File: config.mk
export PLATFORM = sky130hd
export DESIGN_NAME = spc_power_ctrl
export DESIGN_NICKNAME = d
export VERILOG_FILES = /design/src/rtl/spc_power_ctrl.v /design/src/rtl/spc_sync_filter.v
export VERILOG_INCLUDE_DIRS = /design/src /design/src/rtl
export SDC_FILE = /design/constraint.sdc
export NUM_CORES = 1
export LEC_CHECK = 0
export BUFFER_PORTS_ARGS = -buffer_cell sky130_fd_sc_hd__buf_2
export CORE_MARGIN = 1.5
export CORE_UTILIZATION = 35
export CTS_CLUSTER_DIAMETER = 60
export CTS_CLUSTER_SIZE = 20
export DETAILED_ROUTE_END_ITERATION = 8
export GPL_ROUTABILITY_DRIVEN = 0
export GPL_TIMING_DRIVEN = 1
export PLACE_DENSITY = 0.51
export SLEW_MARGIN = 5
export SYNTH_ARGS = -nofsm -noshare
export SYNTH_HDL_FRONTEND = slang
export SYNTH_SLANG_ARGS = --single-unit
File: constraint.sdc
create_clock -name i_sys_clk -period 2.12 [get_ports i_sys_clk]
set_clock_uncertainty 0.15 [all_clocks]
set_input_delay 0.318 -clock i_sys_clk [delete_from_list [all_inputs] [get_ports i_sys_clk]]
set_output_delay 0.318 -clock i_sys_clk [all_outputs]
set_load 0.005 [all_outputs]
File: src/rtl/spc_defines.vh
// constants for the slave bus power and status controller
`ifndef SPC_DEFINES_VH
`define SPC_DEFINES_VH
// ==========================================
// timing
`define SPC_CLK_HZ 20000000
`define SPC_DEBOUNCE_MS 20
`define SPC_DEBOUNCE_CYC ((`SPC_CLK_HZ / 1000) * `SPC_DEBOUNCE_MS)
`define SPC_LOCKUP_US 10000
`define SPC_LOCKUP_CYC ((`SPC_CLK_HZ / 1000000) * `SPC_LOCKUP_US)
// ==========================================
// bus state codes reported to the host
`define SPC_CODE_OFF 2'h0
`define SPC_CODE_ON 2'h1
`define SPC_CODE_EXCESS 2'h2
`define SPC_CODE_BUSERR 2'h3
// ==========================================
// indicator colour codes {red, green}
`define SPC_LED_DARK 2'h0
`define SPC_LED_GREEN 2'h1
`define SPC_LED_RED 2'h2
`define SPC_MAX_SLAVES 8
`endif

File: src/rtl/spc_power_ctrl.v
// slave bus power switching, over-current latch and front panel indicators
`timescale 1ns/1ps
`include "spc_defines.vh"
module spc_power_ctrl #(
   parameter DEBOUNCE_CYC = `SPC_DEBOUNCE_CYC,
   parameter LOCKUP_CYC = `SPC_LOCKUP_CYC,
   parameter CNT_W = 24
) (
   input wire i_sys_clk,
   input wire i_resetn,
   input wire i_button_n,
   input wire i_excess_current,
   input wire i_usb_vbus,
   input wire i_scl_in,
   input wire i_sda_in,
   input wire i_i2c_busy,
   input wire i_host_power_on,
   input wire i_host_power_off,
   output reg o_slave_power_en,
   output reg o_power_led_green,
   output reg o_power_led_red,
   output reg o_host_link_led_green,
   output reg o_bus_lockup_led_red,
   output reg [1:0] o_bus_state_code,
   output reg o_power_state,
   output reg o_excess_current_latched
);
   // ==========================================
   // pin synchronisation
   wire btn_n_s;
   wire oc_s;
   wire vbus_s;
   wire scl_s;
   wire sda_s;
   spc_sync_filter #(.RESET_VAL(1'b1)) u_btn (
      .i_sys_clk(i_sys_clk),
      .i_resetn(i_resetn),
      .i_async(i_button_n),
      .o_level(btn_n_s)
   );
   spc_sync_filter #(.RESET_VAL(1'b0)) u_oc (
      .i_sys_clk(i_sys_clk),
      .i_resetn(i_resetn),
      .i_async(i_excess_current),
      .o_level(oc_s)
   );
   spc_sync_filter #(.RESET_VAL(1'b0)) u_vbus (
      .i_sys_clk(i_sys_clk),
      .i_resetn(i_resetn),
      .i_async(i_usb_vbus),
      .o_level(vbus_s)
   );
   spc_sync_filter #(.RESET_VAL(1'b1)) u_scl (
      .i_sys_clk(i_sys_clk),
      .i_resetn(i_resetn),
      .i_async(i_scl_in),
      .o_level(scl_s)
   );
   spc_sync_filter #(.RESET_VAL(1'b1)) u_sda (
      .i_sys_clk(i_sys_clk),
      .i_resetn(i_resetn),
      .i_async(i_sda_in),
      .o_level(sda_s)
   );
   // ==========================================
   // button debounce: level must hold for the whole window
   reg btn_stable_q;
   reg btn_prev_q;
   reg [CNT_W-1:0] db_cnt_q;
   wire press;
   always @(posedge i_sys_clk or negedge i_resetn) begin
      if (!i_resetn) begin
         btn_stable_q <= 1'b0;
         btn_prev_q <= 1'b0;
         db_cnt_q <= {CNT_W{1'b0}};
      end else begin
         btn_prev_q <= btn_stable_q;
         if ((~btn_n_s) == btn_stable_q) begin
            db_cnt_q <= {CNT_W{1'b0}};
         end else if (db_cnt_q >= DEBOUNCE_CYC[CNT_W-1:0] - 1'b1) begin
            db_cnt_q <= {CNT_W{1'b0}};
            btn_stable_q <= ~btn_n_s;
         end else begin
            db_cnt_q <= db_cnt_q + 1'b1;
         end
      end
   end
   assign press = btn_stable_q & ~btn_prev_q;
   // ==========================================
   // power state machine
   localparam [2:0] ST_OFF = 3'h1;
   localparam [2:0] ST_ON = 3'h2;
   localparam [2:0] ST_FAULT = 3'h4;
   reg [2:0] state_q;
   reg [2:0] state_d;
   always @* begin
      state_d = state_q;
      case (state_q)
         ST_OFF: begin
            // power only by operator or host command
            if ((press | i_host_power_on) & ~oc_s) begin
               state_d = ST_ON;
            end
         end
         ST_ON: begin
            if (oc_s) begin
               state_d = ST_FAULT;
            end else if (press | i_host_power_off) begin
               state_d = ST_OFF;
            end
         end
         ST_FAULT: begin
            // a press while the fault persists does nothing; the host cannot
            // clear the latch, so an operator must see the red lamp
            if (press & ~oc_s) begin
               state_d = ST_ON;
            end
         end
         default: begin
            state_d = ST_OFF;
         end
      endcase
   end
   always @(posedge i_sys_clk or negedge i_resetn) begin
      if (!i_resetn) begin
         state_q <= ST_OFF;
      end else begin
         state_q <= state_d;
      end
   end
   // ==========================================
   // I2C lockup watch: either line held low while no transfer runs
   reg [CNT_W-1:0] lk_cnt_q;
   reg lockup_q;
   wire lines_low;
   assign lines_low = (~scl_s | ~sda_s) & ~i_i2c_busy;
   always @(posedge i_sys_clk or negedge i_resetn) begin
      if (!i_resetn) begin
         lk_cnt_q <= {CNT_W{1'b0}};
         lockup_q <= 1'b0;
      end else if (!lines_low || state_q != ST_ON) begin
         // unpowered slaves may pull the lines down; no fault then
         lk_cnt_q <= {CNT_W{1'b0}};
         lockup_q <= 1'b0;
      end else if (lk_cnt_q >= LOCKUP_CYC[CNT_W-1:0] - 1'b1) begin
         lockup_q <= 1'b1;
      end else begin
         lk_cnt_q <= lk_cnt_q + 1'b1;
      end
   end
   // ==========================================
   // registered outputs
   always @(posedge i_sys_clk or negedge i_resetn) begin
      if (!i_resetn) begin
         o_slave_power_en <= 1'b0;
         o_power_led_green <= 1'b0;
         o_power_led_red <= 1'b0;
         o_host_link_led_green <= 1'b0;
         o_bus_lockup_led_red <= 1'b0;
         o_bus_state_code <= `SPC_CODE_OFF;
         o_power_state <= 1'b0;
         o_excess_current_latched <= 1'b0;
      end else begin
         // drop power the same cycle the fault is seen
         o_slave_power_en <= (state_d == ST_ON);
         o_power_led_green <= (state_d == ST_ON);
         o_power_led_red <= (state_d == ST_FAULT);
         o_host_link_led_green <= vbus_s;
         o_bus_lockup_led_red <= lockup_q;
         o_power_state <= (state_d == ST_ON);
         o_excess_current_latched <= (state_d == ST_FAULT);
         if (state_d == ST_FAULT) begin
            o_bus_state_code <= `SPC_CODE_EXCESS;
         end else if (state_d == ST_OFF) begin
            o_bus_state_code <= `SPC_CODE_OFF;
         end else if (lockup_q) begin
            o_bus_state_code <= `SPC_CODE_BUSERR;
         end else begin
            o_bus_state_code <= `SPC_CODE_ON;
         end
      end
   end
endmodule // spc_power_ctrl

File: src/rtl/spc_sync_filter.v
// three-stage synchroniser with stable-level qualification
`timescale 1ns/1ps
module spc_sync_filter #(
   parameter RESET_VAL = 1'b0
) (
   input wire i_sys_clk,
   input wire i_resetn,
   input wire i_async,
   output reg o_level
);
   reg s1_q;
   reg s2_q;
   reg s3_q;
   // ==========================================
   // sync chain; first stage feeds only the second
   always @(posedge i_sys_clk or negedge i_resetn) begin
      if (!i_resetn) begin
         s1_q <= RESET_VAL;
         s2_q <= RESET_VAL;
         s3_q <= RESET_VAL;
         o_level <= RESET_VAL;
      end else begin
         s1_q <= i_async;
         s2_q <= s1_q;
         s3_q <= s2_q;
         if (s2_q == s3_q) begin
            o_level <= s3_q;
         end
      end
   end
endmodule // spc_sync_filter

# After elaboration in Yosys (flattened, before gate mapping)
# Index checks and enable logic that the tools add are counted.
# op_classes
n_addsub,2
mul,0
n_div,0
n_lt_le_gt_ge,2
eq_ne,14
shift,0
muxes,14
bitwise_logic,14
n_reduce_logical,4
# op_table
op,n
two-way mux 24 bit,4
adder 24 x 1 -> 24 bit (second input constant),2
>= comparator 24 x 18 -> 1 bit (second input constant),1
>= comparator 24 x 19 -> 1 bit (second input constant),1
two-way mux 3 bit,4
one-hot mux 3 bit (3 select lines),1
inverter 1 bit,7
equality test 1 bit,6
equality test 3 x 1 -> 1 bit (second input constant),2
equality test 3 x 2 -> 1 bit (second input constant),2
equality test 3 bit (second input constant),2
two-way mux 2 bit,3
bitwise AND 1 bit,4
inequality test 3 x 2 -> 1 bit (second input constant),1
bitwise OR 1 bit,3
two-way mux 1 bit,2
inequality test 2 bit (second input constant),1
AND reduction 2 bit,1
nonzero test 2 bit,1
zero test 1 bit,1
logical OR 1 bit,1
# word_totals
ff_bits,80
latch_bits,0
ram_bits,0
mem_bits_ro,0
input_bits,10
memories,0

# Depth between registers and ports, before layout
# depth
depth_word,9
depth_mapped,8
depth_no_buf,7

# By module
# Synthesis repeated with hierarchy kept, for this count alone.
# unflattened
hier_cells,299
area_unflattened_um2,3424.5
# modules_own_cells
mod,instances,cells_each,area_each_um2
spc_power_ctrl,1,274,2852.7
spc_sync_filter (u_btn ...),3,5,116.4
spc_sync_filter (u_oc ...),2,5,111.4

# Worst setup path before layout
# No wires, ideal clock.
# synth_timing
path_kind,register to register
from,reg lk_cnt_q[0]
to,reg lk_cnt_q[15]
setup_time_ps,78
arrival_time_ps,2093
required_ps,1892
setup_slack_ps,-201
stages_incl_launch_ff,8
path_buffers,0
synth_period_minus_slack_ps,2321
path_cell_list,dfrtp_1 -> ha_1 -> and3_1 -> and3_1 -> o31ai_2 -> nand3_2 -> or4_1 -> a21oi_1
# synth_between
elab_chain_cells,3
elab_cells_between_ends,5
classes_between,1 x add/sub; 1 x order compare; 1 x eq/ne; 2 x mux
# synth_rtl
item,line,source
"start, declared",spc_power_ctrl.v:133,reg [CNT_W-1:0] lk_cnt_q;
"start signal, assigned",spc_power_ctrl.v:139,lk_cnt_q <= {CNT_W{1'b0}};
"start signal, assigned",spc_power_ctrl.v:143,lk_cnt_q <= {CNT_W{1'b0}};
"start signal, assigned",spc_power_ctrl.v:148,lk_cnt_q <= lk_cnt_q + 1'b1;
adder 24 x 1 -> 24 bit,spc_power_ctrl.v:148,
two-way mux 24 bit,spc_power_ctrl.v:145,end else if (lk_cnt_q >= LOCKUP_CYC[CNT_W-1:0] - 1'b1) begin
two-way mux 24 bit,spc_power_ctrl.v:141,end else if (!lines_low || state_q != ST_ON) begin
# Parallel ways exist; a longest one is shown, timed or not. The select of a mux whose other input is x is not followed.
# A chain may end at the register's enable or synchronous reset.

# Worst setup path in the final report
# layout_timing
from,reg lk_cnt_q[14]
to,reg lk_cnt_q[14]
# The elaborated chain is that of the path after synthesis.

==> summary.md <==
| Metric | Value |
|---|---|
| Core Area | 8850 um^2 |
| Leak | 0.00173 uW |
| DR pass1 iterations | 4 |
| Max-cap violations | 0 |
| Hold/Removal Path Class | reg2reg |
| Biggest fanout along the worst timing path | 4 |
| Maximum number of pins on one net before global-route repair | 41 |
| Worst-case register-to-register setup slack | -0.07 ns |
| Number of buffer cells added on primary ports | 18 |
| Power density over the cells | 799 nW/um^2 |
| TritonCTS Buffers | 9 |
| Kind of end point of the critical path | flop |
| Sink of the worst hold path | u_oc.s2_q |
| Average cell area after synthesis | 11.3 um^2 |
| Overflow left after global routing | 0 |
| Count of cells along the worst register-to-register path | 6 |
| Worst setup slack after layout | -0.0677 ns |
| Internal power of the cells | 2490 uW |
| Proportion of power drawn by combinational gates | 0.051 |
| Final Cycle Share | 1.03 |
| Worst hold slack | 0.203 ns |
| Sequential cell fraction of total power | 0.516 |
| Insertion delay of the later-clocked pin in the worst-skew pair | 0.34 ns |
| Required time at the worst-slack endpoint | 2.24 ns |
| Post-route DRC | 0 |
| Initial core utilization | 0.366 |
| Die area | 9850 um^2 |
| Mean routed wirelength per cell | 12.6 um |
| DP Worst Slack | -0.0563 ns |
| Detail Route Antenna Nets | 0 |
| H-tree levels | 3 |
| Number of slew-limit violations in the final report | 0 |
| Slew of the pin with the lowest slew margin | 0.524 ns |
| Final Hold Viols | 0 |
| Timing-limited maximum frequency | 457 MHz |
| Summed instance area of the synthesized netlist | 3240 um^2 |
| Average via count per standard cell | 4.82 |
| Status | finished, violations left |
| Switching power of the nets | 676 uW |
| Switching share of power | 0.214 |
| Hold Path Stages | 0 |
| Relative max-transition margin | 0.651 |
| Synthesis-stage register bit count | 80 |
| Worst IR Drop VDD | 0.281 mV |
| Arrival time worst endpoint | 2.31 ns |
| Synthesis Warnings | 0 |
| R2R Path Start | lk_cnt_q[14] |
| Commonest non-fill, non-tap cells in the layout | 67 x sky130_fd_sc_hd__dfrtp_1, 49 x sky130_fd_sc_hd__nor2_1, 23 x sky130_fd_sc_hd__xor2_1 |
| Critical path startpoint category | flop |
| Final cell count without fillers | 448 |
| Final Core Density | 0.448 |
| Antenna diode count | 0 |
| Failing checks | setup timing |
| Clock tree from TritonCTS | built |
| Die boundary width | 99.2 um |
| RSZ-0062 raised after global routing | true |
| Launch instance of the worst min-delay path | u_oc.s1_q |
| Relative area change from synthesis to final layout | 22.2% |
| Via count of the first global-routing pass | 2,130 |
| Synth async-reset ratio | 1.00 |
| Share of power burned in the clock network | 0.433 |
| Placed cell count | 423 |
| Most common flop cell mapped by yosys | sky130_fd_sc_hd__dfrtp_1 |
| Number of placement rows | 34 |
| Most common cell after layout, fill and taps aside | sky130_fd_sc_hd__dfrtp_1 |
| Clock sink count | 80 |
| Total length of routed wires | 5650 um |
| Share of post-route cells with drive strength above 1 | 0.224 |
| CTS root buf | sky130_fd_sc_hd__clkbuf_8 |
| I/O Pins | 19 |
| Worst-path clk slew | 0.08 ns |
| Initial antenna violation count | 0 |
| Floorplan die height | 99.2 um |
| Vias post-DR | 2,160 |
| Critical path type | reg2reg |
| Syn Inst Count | 286 |
| Combined global-route utilization of all metal layers | 0.127 |
| DPL Wire Length | 3710 um |
| Global-route wire length before repair | 9870 um |
| EDFF count, synth | 0 |
| Number of nets at the end of the flow | 347 |
| Clk buf depth | 2 |
| Iteration-0 DRC Markers | 73 |
| Count of different cell masters after synthesis | 39 |
| RR Endpoint | lk_cnt_q[14] |
| Time the worst path needs with I/O delays and setup | 2.19 ns |
| Share of the yosys chip area belonging to registers | 0.623 |
| Total of endpoints with negative setup slack in the final report | 5 |
## cell type report
cell class | instances | area, um^2
Clock buffer | 10 | 138
Clock inverter | 6 | 115
Fill cell | 837 | 4890
Inverter | 3 | 11.3
Multi-Input combinational cell | 199 | 1240
Sequential cell | 80 | 2020
Tap cell | 108 | 135
Timing Repair Buffer | 42 | 300
## kinds of logic (layout without fill, tap and decap cells)
kind of cell,after synthesis,in the layout,synth area share
and+or+nand+nor,132,132,0.202
DFF,80,80,0.623
xor gates and xnor gates,30,30,0.0810
AOI/OAI and AO/OA,24,24,0.0506
buffers and inverters,11,61,0.0166
adders and majority gates,7,7,0.0232
other,1,5,0.00116
muxes,1,1,0.00309
## power by group through the flow
stage          registers, uW  clock network, uW  logic (uW)
2_1_floorplan           1660                  0        84.5
3_3_place_gp            1660                  0         154
3_5_place_dp            1660                  0         154
4_1_cts                 1630               1420         165
5_1_grt                 1640               1470         188
6_report                1630               1370         160
## how the worst max path moves through the flow
stage                              end  cells past startpoint  slack, ns          from
after floorplan           lk_cnt_q[14]                      7     -0.002   lk_cnt_q[0]
after global placement    lk_cnt_q[15]                      6     -0.007  lk_cnt_q[18]
after detailed placement  lk_cnt_q[16]                      6      -0.06  lk_cnt_q[14]
after CTS                 lk_cnt_q[14]                      6      -0.02  lk_cnt_q[18]
after global routing      lk_cnt_q[14]                      6      -0.17  lk_cnt_q[14]
final                     lk_cnt_q[14]                      6      -0.07  lk_cnt_q[14]
## metal layers
layer / vias up / track usage / share of wire
met3: 9 / 0.0288 / 0.027
met1: 1049 / 0.180 / 0.52
met2: 29 / 0.177 / 0.43
met5: - / 0 / 0
li1: 1073 / - / -
met4: 0 / 0.0748 / 0.020
## cells in the mapped netlist (2+ instances only)
library cell,n,share of area
sky130_fd_sc_hd__and4_1,3,0.0081
sky130_fd_sc_hd__a21oi_1,8,0.012
sky130_fd_sc_hd__maj3_1,5,0.015
sky130_fd_sc_hd__nand2_1,17,0.020
sky130_fd_sc_hd__xor2_1,23,0.062
sky130_fd_sc_hd__ha_1,2,0.0077
sky130_fd_sc_hd__dfrtp_1,67,0.52
sky130_fd_sc_hd__inv_1,3,0.0035
sky130_fd_sc_hd__nand3_1,16,0.025
sky130_fd_sc_hd__buf_4,3,0.0069
sky130_fd_sc_hd__a31oi_1,4,0.0077
sky130_fd_sc_hd__xnor2_1,7,0.019
sky130_fd_sc_hd__nor2_1,49,0.057
sky130_fd_sc_hd__or4_1,3,0.0069
sky130_fd_sc_hd__and3_1,14,0.027
sky130_fd_sc_hd__nor3_1,4,0.0062
sky130_fd_sc_hd__nand2b_1,2,0.0039
sky130_fd_sc_hd__or3_1,4,0.0077
sky130_fd_sc_hd__nand4_1,8,0.015
sky130_fd_sc_hd__nor4_1,2,0.0039
sky130_fd_sc_hd__dfstp_2,13,0.11
sky130_fd_sc_hd__o31ai_1,3,0.0069
sky130_fd_sc_hd__o21ai_0,2,0.0031
sky130_fd_sc_hd__and2_1,6,0.012
sky130_fd_sc_hd__clkbuf_1,4,0.0046
## critical path, stage by stage, from the launching register on
cell	delay, ns
sky130_fd_sc_hd__dfrtp_1	0.40
sky130_fd_sc_hd__or4_4	0.57
sky130_fd_sc_hd__a31oi_4	0.15
sky130_fd_sc_hd__o21a_2	0.16
sky130_fd_sc_hd__nand4_1	0.16
sky130_fd_sc_hd__or3_1	0.38
sky130_fd_sc_hd__a21oi_2	0.15
## repair_timing
| action | in CTS | in global routing |
|---|---|---|
| resized for setup | 4 | 3 |
| setup endpoints to repair | 18 | 18 |
| hold buffers | 6 | 0 |
| setup buffers | 2 | 1 |
| hold endpoints to repair | 39 | 0 |
| pin swaps | 2 | 1 |
## state kept, by name, indices dropped and copies added, names as in the netlist, 2 cells and up
register	flops
db_cnt_q	24
lk_cnt_q	24
o_bus_state_code	2
state_q	3
## stage by stage
stage / setup TNS [ns] / area [um^2] / power (uW)
2_1_floorplan: -0.00396 / 3280 / 1740
3_3_place_gp: -0.00747 / 3590 / 1820
3_5_place_dp: -0.365 / 3590 / 1820
4_1_cts: -0.0241 / 3940 / 3220
5_1_grt: -1.58 / 3960 / 3300
6_report: -0.109 / 3960 / 3160
No activity file was read; power rests on OpenSTA's default activity.
